File: src/hdl/dpp_pkg.sv
// Purpose: Constants, types and address decode for the daisy-chain pot port
// Assumes: 16-bit shift stage, 8-bit registers
// Notes:   Shared by the port and its command FIFO
package dpp_pkg;

	// Shift stage and command FIFO shape
	localparam int DPP_SHIFT_W     = 16;
	localparam int DPP_FIFO_DEPTH  = 8;
	localparam int DPP_FIFO_AW     = 3;

	// Instruction word fields
	localparam int DPP_OP_MSB      = 15;
	localparam int DPP_OP_LSB      = 13;
	localparam int DPP_ADDR_MSB    = 12;
	localparam int DPP_ADDR_LSB    = 8;
	localparam int DPP_DATA_MSB    = 7;

	// Register addresses
	localparam logic [4:0] DPP_ADDR_WIPER_A = 5'h00;
	localparam logic [4:0] DPP_ADDR_WIPER_B = 5'h01;
	localparam logic [4:0] DPP_ADDR_ACCESS  = 5'h10;

	// Operation codes
	localparam logic [2:0] DPP_OP_NOP      = 3'h0;
	localparam logic [2:0] DPP_OP_ACC_RD   = 3'h1;
	localparam logic [2:0] DPP_OP_ACC_WR   = 3'h3;
	localparam logic [2:0] DPP_OP_RD       = 3'h4;
	localparam logic [2:0] DPP_OP_WR       = 3'h6;
	localparam logic [2:0] DPP_RESP_CODE   = 3'h7;

	// Reset values and access control fields
	localparam logic [7:0] DPP_WIPER_RST   = 8'h80;
	localparam logic [7:0] DPP_ACCESS_RST  = 8'h40;
	localparam logic [7:0] DPP_ACCESS_WMSK = 8'h42;
	localparam int         DPP_ACC_SHDN_N  = 6;
	localparam int         DPP_ACC_ODRAIN  = 1;

	// One-hot register select
	localparam logic [2:0] DPP_SEL_NONE    = 3'b000;
	localparam logic [2:0] DPP_SEL_A       = 3'b001;
	localparam logic [2:0] DPP_SEL_B       = 3'b010;
	localparam logic [2:0] DPP_SEL_ACC     = 3'b100;

	typedef enum logic [1:0] {
		DPP_ST_IDLE  = 2'b01,
		DPP_ST_FRAME = 2'b10
	} dpp_state_t;

	// Address to register select
	function automatic logic [2:0] dpp_sel(input logic [4:0] addr);
		logic [2:0] sel;
		sel = DPP_SEL_NONE;
		if (addr == DPP_ADDR_WIPER_A)
			sel = DPP_SEL_A;
		else if (addr == DPP_ADDR_WIPER_B)
			sel = DPP_SEL_B;
		else if (addr == DPP_ADDR_ACCESS)
			sel = DPP_SEL_ACC;
		return sel;
	endfunction : dpp_sel

endpackage : dpp_pkg

File: src/hdl/dpp_fifo_if.sv
// Purpose: Valid/ready carrier between the port and its command FIFO
// Assumes: Single clock domain
// Notes:   push side fills, pop side drains
`timescale 1ns/10ps
interface dpp_fifo_if #(parameter int WIDTH = 16);
	logic             push_valid;
	logic             push_ready;
	logic [WIDTH-1:0] push_data;
	logic             pop_valid;
	logic             pop_ready;
	logic [WIDTH-1:0] pop_data;

	modport user (output push_valid, push_data, pop_ready,
	              input  push_ready, pop_valid, pop_data);
	modport fifo (input  push_valid, push_data, pop_ready,
	              output push_ready, pop_valid, pop_data);
endinterface : dpp_fifo_if

File: src/hdl/dpp_fifo.sv
// Purpose: Command FIFO of flip-flops with valid/ready on both sides
// Assumes: DEPTH is a power of two equal to 2**AW
// Notes:   Full drops push_ready, empty drops pop_valid
`timescale 1ns/10ps
module dpp_fifo
	import dpp_pkg::*;
#(
	parameter int WIDTH = DPP_SHIFT_W,
	parameter int DEPTH = DPP_FIFO_DEPTH,
	parameter int AW    = DPP_FIFO_AW
)
(
	// Clock and reset
	input  wire logic  mclk,
	input  wire logic  rst,
	// Both sides
	dpp_fifo_if.fifo   q
);

	logic [WIDTH-1:0] mem [DEPTH];
	logic [AW-1:0]    wr_ptr;
	logic [AW-1:0]    rd_ptr;
	logic [AW:0]      count;
	logic [AW-1:0]    next_wr_ptr;
	logic [AW-1:0]    next_rd_ptr;
	logic [AW:0]      next_count;
	logic             do_push;
	logic             do_pop;

	assign q.push_ready = (count != (AW+1)'(DEPTH));
	assign q.pop_valid  = (count != '0);
	assign q.pop_data   = mem[rd_ptr];
	assign do_push      = q.push_valid & q.push_ready;
	assign do_pop       = q.pop_valid & q.pop_ready;

	always_comb
	begin
		next_wr_ptr = do_push ? wr_ptr + AW'(1) : wr_ptr;
		next_rd_ptr = do_pop ? rd_ptr + AW'(1) : rd_ptr;
		next_count  = count;
		if (do_push & ~do_pop)
			next_count = count + (AW+1)'(1);
		else if (do_pop & ~do_push)
			next_count = count - (AW+1)'(1);
	end

	always_ff @(posedge mclk or posedge rst)
	begin
		if (rst)
		begin
			wr_ptr <= '0;
			rd_ptr <= '0;
			count  <= '0;
		end
		else
		begin
			wr_ptr <= next_wr_ptr;
			rd_ptr <= next_rd_ptr;
			count  <= next_count;
		end
	end

	// Storage has no reset; only written slots are read
	always_ff @(posedge mclk)
	begin
		if (do_push)
			mem[wr_ptr] <= q.push_data;
	end

endmodule : dpp_fifo

File: src/hdl/dpp_port.sv
// Purpose: Serial slave port of a dual digital pot with daisy chaining
// Assumes: mclk well above the serial clock; pins are asynchronous
// Notes:   Commands latched at frame end pass through an 8-word FIFO
`timescale 1ns/10ps
module dpp_port
	import dpp_pkg::*;
(
	// Clock and reset
	input  wire logic       mclk,
	input  wire logic       rst,
	// Serial pins
	input  wire logic       cs_n,
	input  wire logic       sck,
	input  wire logic       sdi,
	output logic            sdo,
	output logic            sdo_oe,
	// Register contents
	output logic [7:0]      wiper_position_a,
	output logic [7:0]      wiper_position_b,
	output logic [7:0]      access_control
);

	// Pin synchronisers
	logic [1:0]             cs_n_sync;
	logic [1:0]             sck_sync;
	logic [1:0]             sdi_sync;
	logic                   cs_s;
	logic                   sck_s;
	logic                   sdi_s;
	logic                   sck_d;
	logic                   sck_rise;
	logic                   sck_fall;
	logic [1:0]             next_cs_n_sync;
	logic [1:0]             next_sck_sync;
	logic [1:0]             next_sdi_sync;
	logic                   next_sck_d;

	// Shift stage
	dpp_state_t             state;
	dpp_state_t             next_state;
	logic [DPP_SHIFT_W-1:0] shreg;
	logic [DPP_SHIFT_W-1:0] next_shreg;
	logic                   sdo_q;
	logic                   next_sdo_q;
	logic                   frame_start;
	logic                   frame_end;

	// Command hand-off
	logic                   cmd_valid;
	logic                   next_cmd_valid;
	logic [DPP_SHIFT_W-1:0] cmd_word;
	logic [DPP_SHIFT_W-1:0] next_cmd_word;

	// Register file and read answer
	logic [7:0]             next_wiper_a;
	logic [7:0]             next_wiper_b;
	logic [7:0]             next_access;
	logic [DPP_SHIFT_W-1:0] resp;
	logic [DPP_SHIFT_W-1:0] next_resp;
	logic                   resp_valid;
	logic                   next_resp_valid;

	// Decoded command
	logic                   exec;
	logic [2:0]             op;
	logic [4:0]             addr;
	logic [4:0]             eff_addr;
	logic [7:0]             wdata;
	logic [2:0]             sel;
	logic [7:0]             rdata;

	dpp_fifo_if #(.WIDTH(DPP_SHIFT_W)) cmdq ();

	dpp_fifo #(
		.WIDTH (DPP_SHIFT_W),
		.DEPTH (DPP_FIFO_DEPTH),
		.AW    (DPP_FIFO_AW)
	) u_cmd_fifo (
		.mclk (mclk),
		.rst  (rst),
		.q    (cmdq)
	);

	// Pins step into their synchronisers
	always_comb
	begin
		next_cs_n_sync = {cs_n_sync[0], cs_n};
		next_sck_sync  = {sck_sync[0], sck};
		next_sdi_sync  = {sdi_sync[0], sdi};
		next_sck_d     = sck_sync[1];
	end

	// Two flops on every pin
	always_ff @(posedge mclk or posedge rst)
	begin
		if (rst)
		begin
			cs_n_sync <= 2'h3;
			sck_sync  <= 2'h0;
			sdi_sync  <= 2'h0;
			sck_d     <= 1'b0;
		end
		else
		begin
			cs_n_sync <= next_cs_n_sync;
			sck_sync  <= next_sck_sync;
			sdi_sync  <= next_sdi_sync;
			sck_d     <= next_sck_d;
		end
	end

	assign cs_s  = cs_n_sync[1];
	assign sck_s = sck_sync[1];
	assign sdi_s = sdi_sync[1];

	assign sck_rise = sck_s & ~sck_d;
	assign sck_fall = ~sck_s & sck_d;

	assign frame_start = (state == DPP_ST_IDLE) & ~cs_s;
	assign frame_end   = (state == DPP_ST_FRAME) & cs_s;

	always_comb
	begin
		next_state = state;
		next_shreg = shreg;
		next_sdo_q = sdo_q;
		case (state)
			DPP_ST_IDLE:
			begin
				if (~cs_s)
				begin
					next_state = DPP_ST_FRAME;
					next_shreg = resp_valid ? resp : '0;
					next_sdo_q = resp_valid ? resp[DPP_SHIFT_W-1] : 1'b0;
				end
			end
			DPP_ST_FRAME:
			begin
				if (cs_s)
					next_state = DPP_ST_IDLE;
				else
				begin
					if (sck_rise)
						next_shreg = {shreg[DPP_SHIFT_W-2:0], sdi_s};
					if (sck_fall)
						next_sdo_q = shreg[DPP_SHIFT_W-1];
				end
			end
			default:
			begin
				next_state = DPP_ST_IDLE;
			end
		endcase
	end

	always_ff @(posedge mclk or posedge rst)
	begin
		if (rst)
		begin
			state <= DPP_ST_IDLE;
			shreg <= '0;
			sdo_q <= 1'b0;
		end
		else
		begin
			state <= next_state;
			shreg <= next_shreg;
			sdo_q <= next_sdo_q;
		end
	end

	assign sdo = sdo_q;
	assign sdo_oe = (state == DPP_ST_FRAME) & (~access_control[DPP_ACC_ODRAIN] | ~sdo_q);

	// capture held word at select rise
	always_comb
	begin
		next_cmd_valid = cmd_valid & ~cmdq.push_ready;
		next_cmd_word  = cmd_word;
		if (frame_end)
		begin
			next_cmd_valid = 1'b1;
			next_cmd_word  = shreg;
		end
	end

	always_ff @(posedge mclk or posedge rst)
	begin
		if (rst)
		begin
			cmd_valid <= 1'b0;
			cmd_word  <= '0;
		end
		else
		begin
			cmd_valid <= next_cmd_valid;
			cmd_word  <= next_cmd_word;
		end
	end

	assign cmdq.push_valid = cmd_valid;
	assign cmdq.push_data  = cmd_word;
	// Drain only between frames
	assign cmdq.pop_ready  = (state == DPP_ST_IDLE) & cs_s;

	assign exec  = cmdq.pop_valid & cmdq.pop_ready;
	assign op    = cmdq.pop_data[DPP_OP_MSB:DPP_OP_LSB];
	assign addr  = cmdq.pop_data[DPP_ADDR_MSB:DPP_ADDR_LSB];
	assign wdata = cmdq.pop_data[DPP_DATA_MSB:0];

	assign eff_addr = ((op == DPP_OP_ACC_RD) | (op == DPP_OP_ACC_WR)) ? DPP_ADDR_ACCESS : addr;
	assign sel = dpp_sel(eff_addr);

	always_comb
	begin
		case (sel)
			DPP_SEL_A:   rdata = wiper_position_a;
			DPP_SEL_B:   rdata = wiper_position_b;
			DPP_SEL_ACC: rdata = access_control;
			default:     rdata = 8'h00;
		endcase
	end

	always_comb
	begin
		next_wiper_a    = wiper_position_a;
		next_wiper_b    = wiper_position_b;
		next_access     = access_control;
		next_resp       = resp;
		next_resp_valid = resp_valid & ~frame_start;
		if (exec)
		begin
			case (op)
				DPP_OP_WR, DPP_OP_ACC_WR:
				begin
					if (sel == DPP_SEL_A)
						next_wiper_a = wdata;
					if (sel == DPP_SEL_B)
						next_wiper_b = wdata;
					if (sel == DPP_SEL_ACC)
						next_access = wdata & DPP_ACCESS_WMSK;
				end
				DPP_OP_RD, DPP_OP_ACC_RD:
				begin
					next_resp       = {DPP_RESP_CODE, eff_addr, rdata};
					next_resp_valid = 1'b1;
				end
				default:
				begin
					next_resp_valid = resp_valid & ~frame_start;
				end
			endcase
		end
	end

	always_ff @(posedge mclk or posedge rst)
	begin
		if (rst)
		begin
			wiper_position_a <= DPP_WIPER_RST;
			wiper_position_b <= DPP_WIPER_RST;
			access_control   <= DPP_ACCESS_RST;
			resp             <= '0;
			resp_valid       <= 1'b0;
		end
		else
		begin
			wiper_position_a <= next_wiper_a;
			wiper_position_b <= next_wiper_b;
			access_control   <= next_access;
			resp             <= next_resp;
			resp_valid       <= next_resp_valid;
		end
	end

endmodule : dpp_port

File: config.mk
export PLATFORM = sky130hd
export DESIGN_NAME = dpp_port
export DESIGN_NICKNAME = d
export VERILOG_FILES = /design/src/hdl/dpp_pkg.sv /design/src/hdl/dpp_fifo_if.sv /design/src/hdl/dpp_fifo.sv /design/src/hdl/dpp_port.sv
export SDC_FILE = /design/constraint.sdc
export NUM_CORES = 1
export LEC_CHECK = 0
export BUFFER_PORTS_ARGS = -buffer_cell sky130_fd_sc_hd__buf_2
export CORE_ASPECT_RATIO = 2
export CORE_MARGIN = 5
export CORE_UTILIZATION = 40
export DETAILED_ROUTE_END_ITERATION = 6
export GPL_ROUTABILITY_DRIVEN = 0
export MAX_ROUTING_LAYER = met4
export PLACE_DENSITY = 0.59
export SYNTH_ARGS = -nofsm -noshare
export SYNTH_HDL_FRONTEND = slang
export SYNTH_SLANG_ARGS = --single-unit
File: constraint.sdc
create_clock -name mclk -period 3.6 [get_ports mclk]
set_clock_uncertainty 0.05 [all_clocks]
set_input_delay 0.9 -clock mclk [delete_from_list [all_inputs] [get_ports mclk]]
set_output_delay 0.9 -clock mclk [all_outputs]
set_load 0.01 [all_outputs]
==> key figures, run 1 <==
Layout
  • Commonest non-fill, non-tap cells in the layout: 128 x edfxtp_1, 79 x dfrtp_1, 41 x nand2_1, 29 x mux4_2, 29 x mux2_2
  • Fillers: 1821
  • Share of cells above drive strength 1: 28.6%
  • NumNets Final: roughly 560
  • Commonest non-fill, non-tap cell in the layout: edfxtp_1
  • Number of diodes: 0
  • Area Growth Syn to Fin: 13.0%
  • Core Util, Final: 45.7%
  • Finished Layout Cells: between 800 and 900

Placed design
  • DPL Wire Length: 12700 µm
  • DP Worst Slack: roughly 0.48 ns
  • Number of port buffers: 24
  • Dpl cells: 798

Drt
  • DRC: 0
  • Routed Antenna Nets: 0
  • Initial DRC count: 327
  • DR WL/cell: ~22 µm
  • Drt pass-1 iters: 4
  • Vias/cell: between 5 and 6
  • Routed vias: 4400
  • Final wirelength: 18400 µm

Timing
  • Hold Fails Final Rpt: 0
  • Final WS setup: 0.532 ns
  • Slew headroom: 33.8%
  • Hold WS: 0.307 ns
  • Total negative slack: 0 ns
  • Crit share post-route: a little under nine tenths
  • Highest Clock Rate: 326 MHz
  • Slew Limit Fails: 0
  • Setup-failing EPs final: 0
  • Unrepaired setup endpoints after global routing: false
  • Post-route minimum period: 3.07 ns
  • Worst slew pin tran: 0.992 ns

Clock network
  • Hold_buf cts: 0
  • # Post-CTS Setup Buffers: 0
  • CTS Buf Count: 19
  • CTS HTree Levels: 1
  • Clock slew at the register clock pins of the worst setup and hold paths: around 0.070 ns
  • Clk Latency, worst-skew pair: 0.48 ns
  • Post_cts resized: 0
  • TritonCTS Sinks: ~210
  • Max clock buf depth: 3
  • CTS tree: yes
  • Clk root buf: clkbuf_16

Synthesis
  • Synth Area per Inst: 16.9 µm²
  • Post-synthesis sequential area ratio: 70.6%
  • Synth Instances: 504
  • Post-synth ARST share: 40.2%
  • Netlist cell types: 44
  • EDFF count, synth: 128
  • Synth Warn #: 0
  • Synth Cell Area: 8510 µm²
  • Yosys reg bits: 214
  • Top FF cell, synth: edfxtp_1

Worst setup path
  • WS Path Type: register to register
  • Worst setup path endpoint: wiper_position_a[0]
  • CP required: a little under 4 ns
  • Reg2Reg Depth: 7
  • Critical Path Start: u_cmd_fifo.rd_ptr[0]
  • CP Max Fanout: 11
  • Reg-to-reg slack, setup: approximately 0.53 ns
  • Reg2reg start: u_cmd_fifo.rd_ptr[0]
  • Crit path DAT: between 3 and 4 ns
  • CP endpoint kind: register
  • R2R Path End: wiper_position_a[0]
  • Startpoint types: register

Global route
  • Vias in the first global route: 4675
  • Total gr overflow: 0
  • GRT Resource Usage Total: 15.8%
  • First-pass GRT wire length: 28400 µm
  • Initial antenna violation count: 0
  • Largest net degree at the start of global routing: 60

Floorplanning
  • Starting Density: 40.5%
  • Num ports: 31
  • Die width: 113 µm
  • Die Span Y: about 220 µm
  • Cell Rows: between 70 and 80
  • Core Area: about 21000 µm²
  • Die footprint: around 24000 µm²

Power and ir drop
  • Max VDD drop: 0.461 mV
  • Static leakage: 3.59 nW
  • Pwr Density: 782 nW/µm²

Run
  • Max-cap viol count: 0

Hold path
  • Min-Delay Path Class: register to register

Status
  • Status: complete, no violations
-- critical path: stages (launching register included) --
cell and delay, ns:
dfrtp_2 0.56, buf_12 0.20, mux4_2 0.54, mux2i_4 0.27, nand4_1 0.24, nor2_4 0.26
and3_1 0.45, mux2_1 0.36
-- metrics by stage --
step,power (mW),cell area [µm²]
floorplan,4.93,8520
global placement,5.68,9050
detailed placement,5.75,9050
CTS,7.63,9610
global route,7.89,9610
finish,7.51,9610
-- cells in the mapped netlist, types with 2 or more instances --
library cell / number / share of area [%]
a21oi_1: 12 / 0.71
o31ai_1: 4 / 0.35
mux2i_1: 5 / 0.59
mux2_2: 29 / 3.8
o21ai_0: 12 / 0.71
mux2_4: 8 / 1.4
nor4_1: 2 / 0.15
and3_1: 4 / 0.29
buf_2: 4 / 0.24
inv_1: 6 / 0.26
mux4_1: 3 / 0.93
a31oi_1: 14 / 1.0
buf_4: 7 / 0.62
a222oi_1: 2 / 0.24
a22oi_1: 6 / 0.53
xnor2_1: 8 / 0.82
edfxtp_1: 128 / 45
mux2_1: 8 / 1.1
nand2b_1: 5 / 0.37
clkbuf_1: 14 / 0.62
ha_1: 5 / 0.74
dfstp_2: 6 / 1.9
buf_6: 3 / 0.40
dfrtp_1: 80 / 24
mux4_2: 29 / 7.7
nor2_1: 22 / 0.97
nor3_1: 5 / 0.29
nand3_1: 17 / 1.0
nand2_1: 41 / 1.8
-- flip-flops by register name, summed over array words and instances (netlist names), 2 cells and up --
| signal | cells |
|---|---|
| u_cmd_fifo.mem | 128 |
| cmd_word | 16 |
| shreg | 16 |
| resp | 14 |
| wiper_position_a | 8 |
| wiper_position_b | 8 |
| u_cmd_fifo.count | 4 |
| u_cmd_fifo.rd_ptr | 3 |
| u_cmd_fifo.wr_ptr | 3 |
| access_control | 2 |
| cs_n_sync | 2 |
| sck_sync | 2 |
| sdi_sync | 2 |
| state | 2 |
-- how the worst min path moves through the flow --
stage	start	to	slack, ns	depth (start not counted)
finish	sck_sync[0]	sck_sync[1]	0.31	0
global route	sck_sync[0]	sck_sync[1]	0.31	0
CTS	sck_sync[0]	sck_sync[1]	0.31	0
detailed placement	sck_sync[0]	sck_sync[1]	0.29	0
global placement	sck_sync[0]	sck_sync[1]	0.28	0
floorplan	sck_sync[0]	sck_sync[1]	0.28	0
-- kinds of logic after synthesis --
| group | synth area share [%] |
|---|---|
| adders and majority gates | 0.971 |
| DFF | 70.6 |
| and+or+nand+nor | 5.46 |
| xor gates and xnor gates | 0.927 |
| other | 0.0441 |
| AOI/OAI and AO/OA | 3.91 |
| buffers and inverters | 2.18 |
| muxes | 15.9 |
-- report_power, final --
| group | switching, mW | internal (mW) | leakage [nW] |
|---|---|---|---|
| clock network | 0.847 | 1.02 | 0.275 |
| logic | 0.922 | 0.927 | 1.08 |
| registers | 0.603 | 3.19 | 2.23 |
-- layer usage --
layer	up-vias	GRT usage [%]	wire length [µm]
met3	39	1.67	499
met1	2278	16.9	6650
met5	-	-	0
met2	81	28.6	10300
li1	2002	-	-
met4	0	7.58	954
-- final cells by class --
| type | count | area, µm² | share of cell area, % |
|---|---|---|---|
| flip-flops and latches | 214 | 6000 | 62.5 |
| multi-input cells | 260 | 2370 | 24.6 |
| clock buffers | 27 | 526 | 5.47 |
| well taps | 269 | 337 | 3.50 |
| repair buffers | 49 | 320 | 3.33 |
| clock inverters | 6 | 37.5 | 0.390 |
| inverters | 6 | 23.8 | 0.247 |
Power figures use the tool's default switching activity.
==> inputs of run 2 (changes only) <==
--- a/config.mk
+++ b/config.mk
@@ -12,7 +12,7 @@
 export DETAILED_ROUTE_END_ITERATION = 6
 export GPL_ROUTABILITY_DRIVEN = 0
 export MAX_ROUTING_LAYER = met4
-export PLACE_DENSITY = 0.59
+export PLACE_DENSITY = 0.61
 export SYNTH_ARGS = -nofsm -noshare
 export SYNTH_HDL_FRONTEND = slang
 export SYNTH_SLANG_ARGS = --single-unit
==> constraint.sdc (replaced) <==
create_clock -name mclk -period 2.5 [get_ports mclk]
set_clock_uncertainty 0.05 [all_clocks]
set_input_delay 0.625 -clock mclk [delete_from_list [all_inputs] [get_ports mclk]]
set_output_delay 0.625 -clock mclk [all_outputs]
set_load 0.01 [all_outputs]
==> key figures, run 2 (same netlist as run 1, synthesis figures left out) <==
Status
  • Status: finished, violations left
  • Violated checks: setup timing

Clock network
  • Clk root buf: clkbuf_16
  • Max clock buf depth: 3
  • TritonCTS Sinks: ~210
  • CTS HTree Levels: 1
  • Hold_buf cts: 0
  • Clk Latency, worst-skew pair: 0.48 ns
  • CTS tree: yes
  • CTS Buf Count: 19
  • Clock slew at the register clock pins of the worst setup and hold paths: 0.07 ns

Hold path
  • Min-Delay Path Class: primary input to asynchronous set/reset pin

Layout
  • Fillers: 1760
  • Largest register FFs: around 130
  • Commonest non-fill, non-tap cell in the layout: edfxtp_1
  • Regs by FF count: u_cmd_fifo.mem x128, cmd_word x16, shreg x16
  • Share of cells above drive strength 1: 37.4%
  • Number of diodes: 0
  • Commonest non-fill, non-tap cells in the layout: 128 x edfxtp_1, 79 x dfrtp_1, 41 x buf_4, 34 x nand2_1, 31 x mux4_2
  • Reg with most FFs: u_cmd_fifo.mem
  • Finished Layout Cells: between 800 and 900
  • NumNets Final: about 600
  • Area Growth Syn to Fin: 19.9%

Placed design
  • Dpl cells: 816
  • DP Worst Slack: -0.209 ns
  • Number of port buffers: 24
  • DPL Wire Length: 12800 µm

Worst setup path
  • Reg-to-reg slack, setup: -0.14 ns
  • Worst path max stage delay: approximately 0.44 ns
  • CP endpoint kind: register
  • R2R Path End: wiper_position_a[2]
  • Reg2Reg Depth: 10
  • Cell Chain, Critical Path: buf_12, buf_8, buf_12, mux4_2, mux2i_4, o21ai_4, buf_6, nor2_4, and3_4, mux2_4
  • CP Max Fanout: 8
  • Startpoint types: register
  • Most frequent CP cell: buf_12
  • CP required: 2.81 ns
  • Critical Path Slowest Stage Cell: mux4_2
  • Crit path DAT: 2.95 ns
  • Reg2reg start: u_cmd_fifo.rd_ptr[0]
  • WS Path Type: register to register

Timing
  • Highest Clock Rate: 379 MHz
  • Slew Limit Fails: 0
  • Slew headroom: 60.0%
  • Final WS setup: -0.141 ns
  • Total negative slack: -2.31 ns
  • Unrepaired setup endpoints after global routing: true
  • Setup-failing EPs final: 22
  • Hold Fails Final Rpt: 0
  • Worst slew pin tran: ~0.6 ns
  • Crit share post-route: 106%
  • Post-route minimum period: 2.64 ns

Drt
  • Final wirelength: between 15000 and 20000 µm
  • Routed vias: 4557
  • Routed Antenna Nets: 0
  • DRC: 0
  • Drt pass-1 iters: 4
  • DR WL/cell: 22.0 µm
  • Vias/cell: 5.29
  • Initial DRC count: around 400

Floorplanning
  • Die footprint: 24500 µm²
  • Die Span Y: 216 µm
  • Num ports: 31
  • Core Area: 21000 µm²
  • Starting Density: 40.5%
  • Cell Rows: 75
  • Die width: 113 µm

Global route
  • Vias in the first global route: 4920
  • First-pass GRT wire length: 29200 µm
  • Largest net degree at the start of global routing: 37
  • GRT Resource Usage Total: between 10% and 20%
  • Initial antenna violation count: 0
  • Total gr overflow: 0

Power and ir drop
  • Static leakage: roughly 3.8 nW
  • Pwr Density: 1160 nW/µm²
  • Max VDD drop: 0.767 mV

Run
  • Max-cap viol count: 0
==> run 2: changes by cell type in the layout (fill, tap and decap cells not counted), sizes merged <==
cell and delta:
buf +31
==> run 2: power breakdown <==
group,total (mW),internal (mW),switching (mW)
combinational,3.80,2.01,1.79
sequential,5.35,4.60,0.752
clock,2.64,1.44,1.20
total,11.8,8.05,3.74
==> run 2: how the worst max path moves through the flow <==
| stage | from | to | slack (ns) | depth (start not counted) |
|---|---|---|---|---|
| after global routing | u_cmd_fifo.rd_ptr[0] | wiper_position_b[3] | -0.23 | 10 |
| after global placement | u_cmd_fifo.rd_ptr[0] | wiper_position_a[1] | -0.11 | 7 |
| after CTS | u_cmd_fifo.rd_ptr[0] | wiper_position_a[2] | -0.08 | 8 |
| after floorplan | u_cmd_fifo.rd_ptr[0] | wiper_position_b[0] | -0.09 | 9 |
| after detailed placement | u_cmd_fifo.rd_ptr[0] | resp[1] | -0.21 | 8 |
| final | u_cmd_fifo.rd_ptr[0] | wiper_position_a[2] | -0.14 | 10 |
==> run 2: what timing repair did <==
item,CTS,global route
setup buffers,7,5
pin swaps,0,12
gates resized for setup,16,39
gates cloned,1,0
setup endpoints to repair,31,32
==> run 2: per-stage QoR <==
stage	cell area (µm²)	power (mW)	hold slack, ns	utilization [%]
4_1_cts	9990	11.5	0.168	47.5
5_1_grt	10200	12.4	0.177	48.5
6_report	10200	11.8	0.164	48.5
2_1_floorplan	8600	7.18	0.281	-
3_5_place_dp	9310	8.65	0.293	44.3
3_3_place_gp	9310	8.50	0.283	44.3
==> run 2: final cells by class <==
| type | count | area (µm²) | share of cell area [%] |
|---|---|---|---|
| inverters | 6 | 26.3 | 0.258 |
| clock inverters | 6 | 30.0 | 0.294 |
| repair buffers | 80 | 692 | 6.78 |
| well taps | 269 | 337 | 3.30 |
| flip-flops and latches | 214 | 6000 | 58.9 |
| multi-input cells | 260 | 2600 | 25.5 |
| clock buffers | 27 | 515 | 5.05 |
==> run 2: layer usage <==
layer / routed length (µm) / up-vias / GRT usage [%]
li1: - / 2057 / -
met4: 1180 / 0 / 9.43
met2: 10800 / 87 / 29.5
met5: 0 / - / -
met1: 6490 / 2370 / 16.7
met3: 464 / 43 / 1.59
==> run 2: worst max-delay path, delay by kind of cell, from the launching register on <==
family / cells / cell delay, ns
DFF: 1 / 0.43
AOI/OAI and AO/OA: 1 / 0.11
muxes: 3 / 0.99
buffers and inverters: 4 / 0.52
and+or+nand+nor: 2 / 0.41
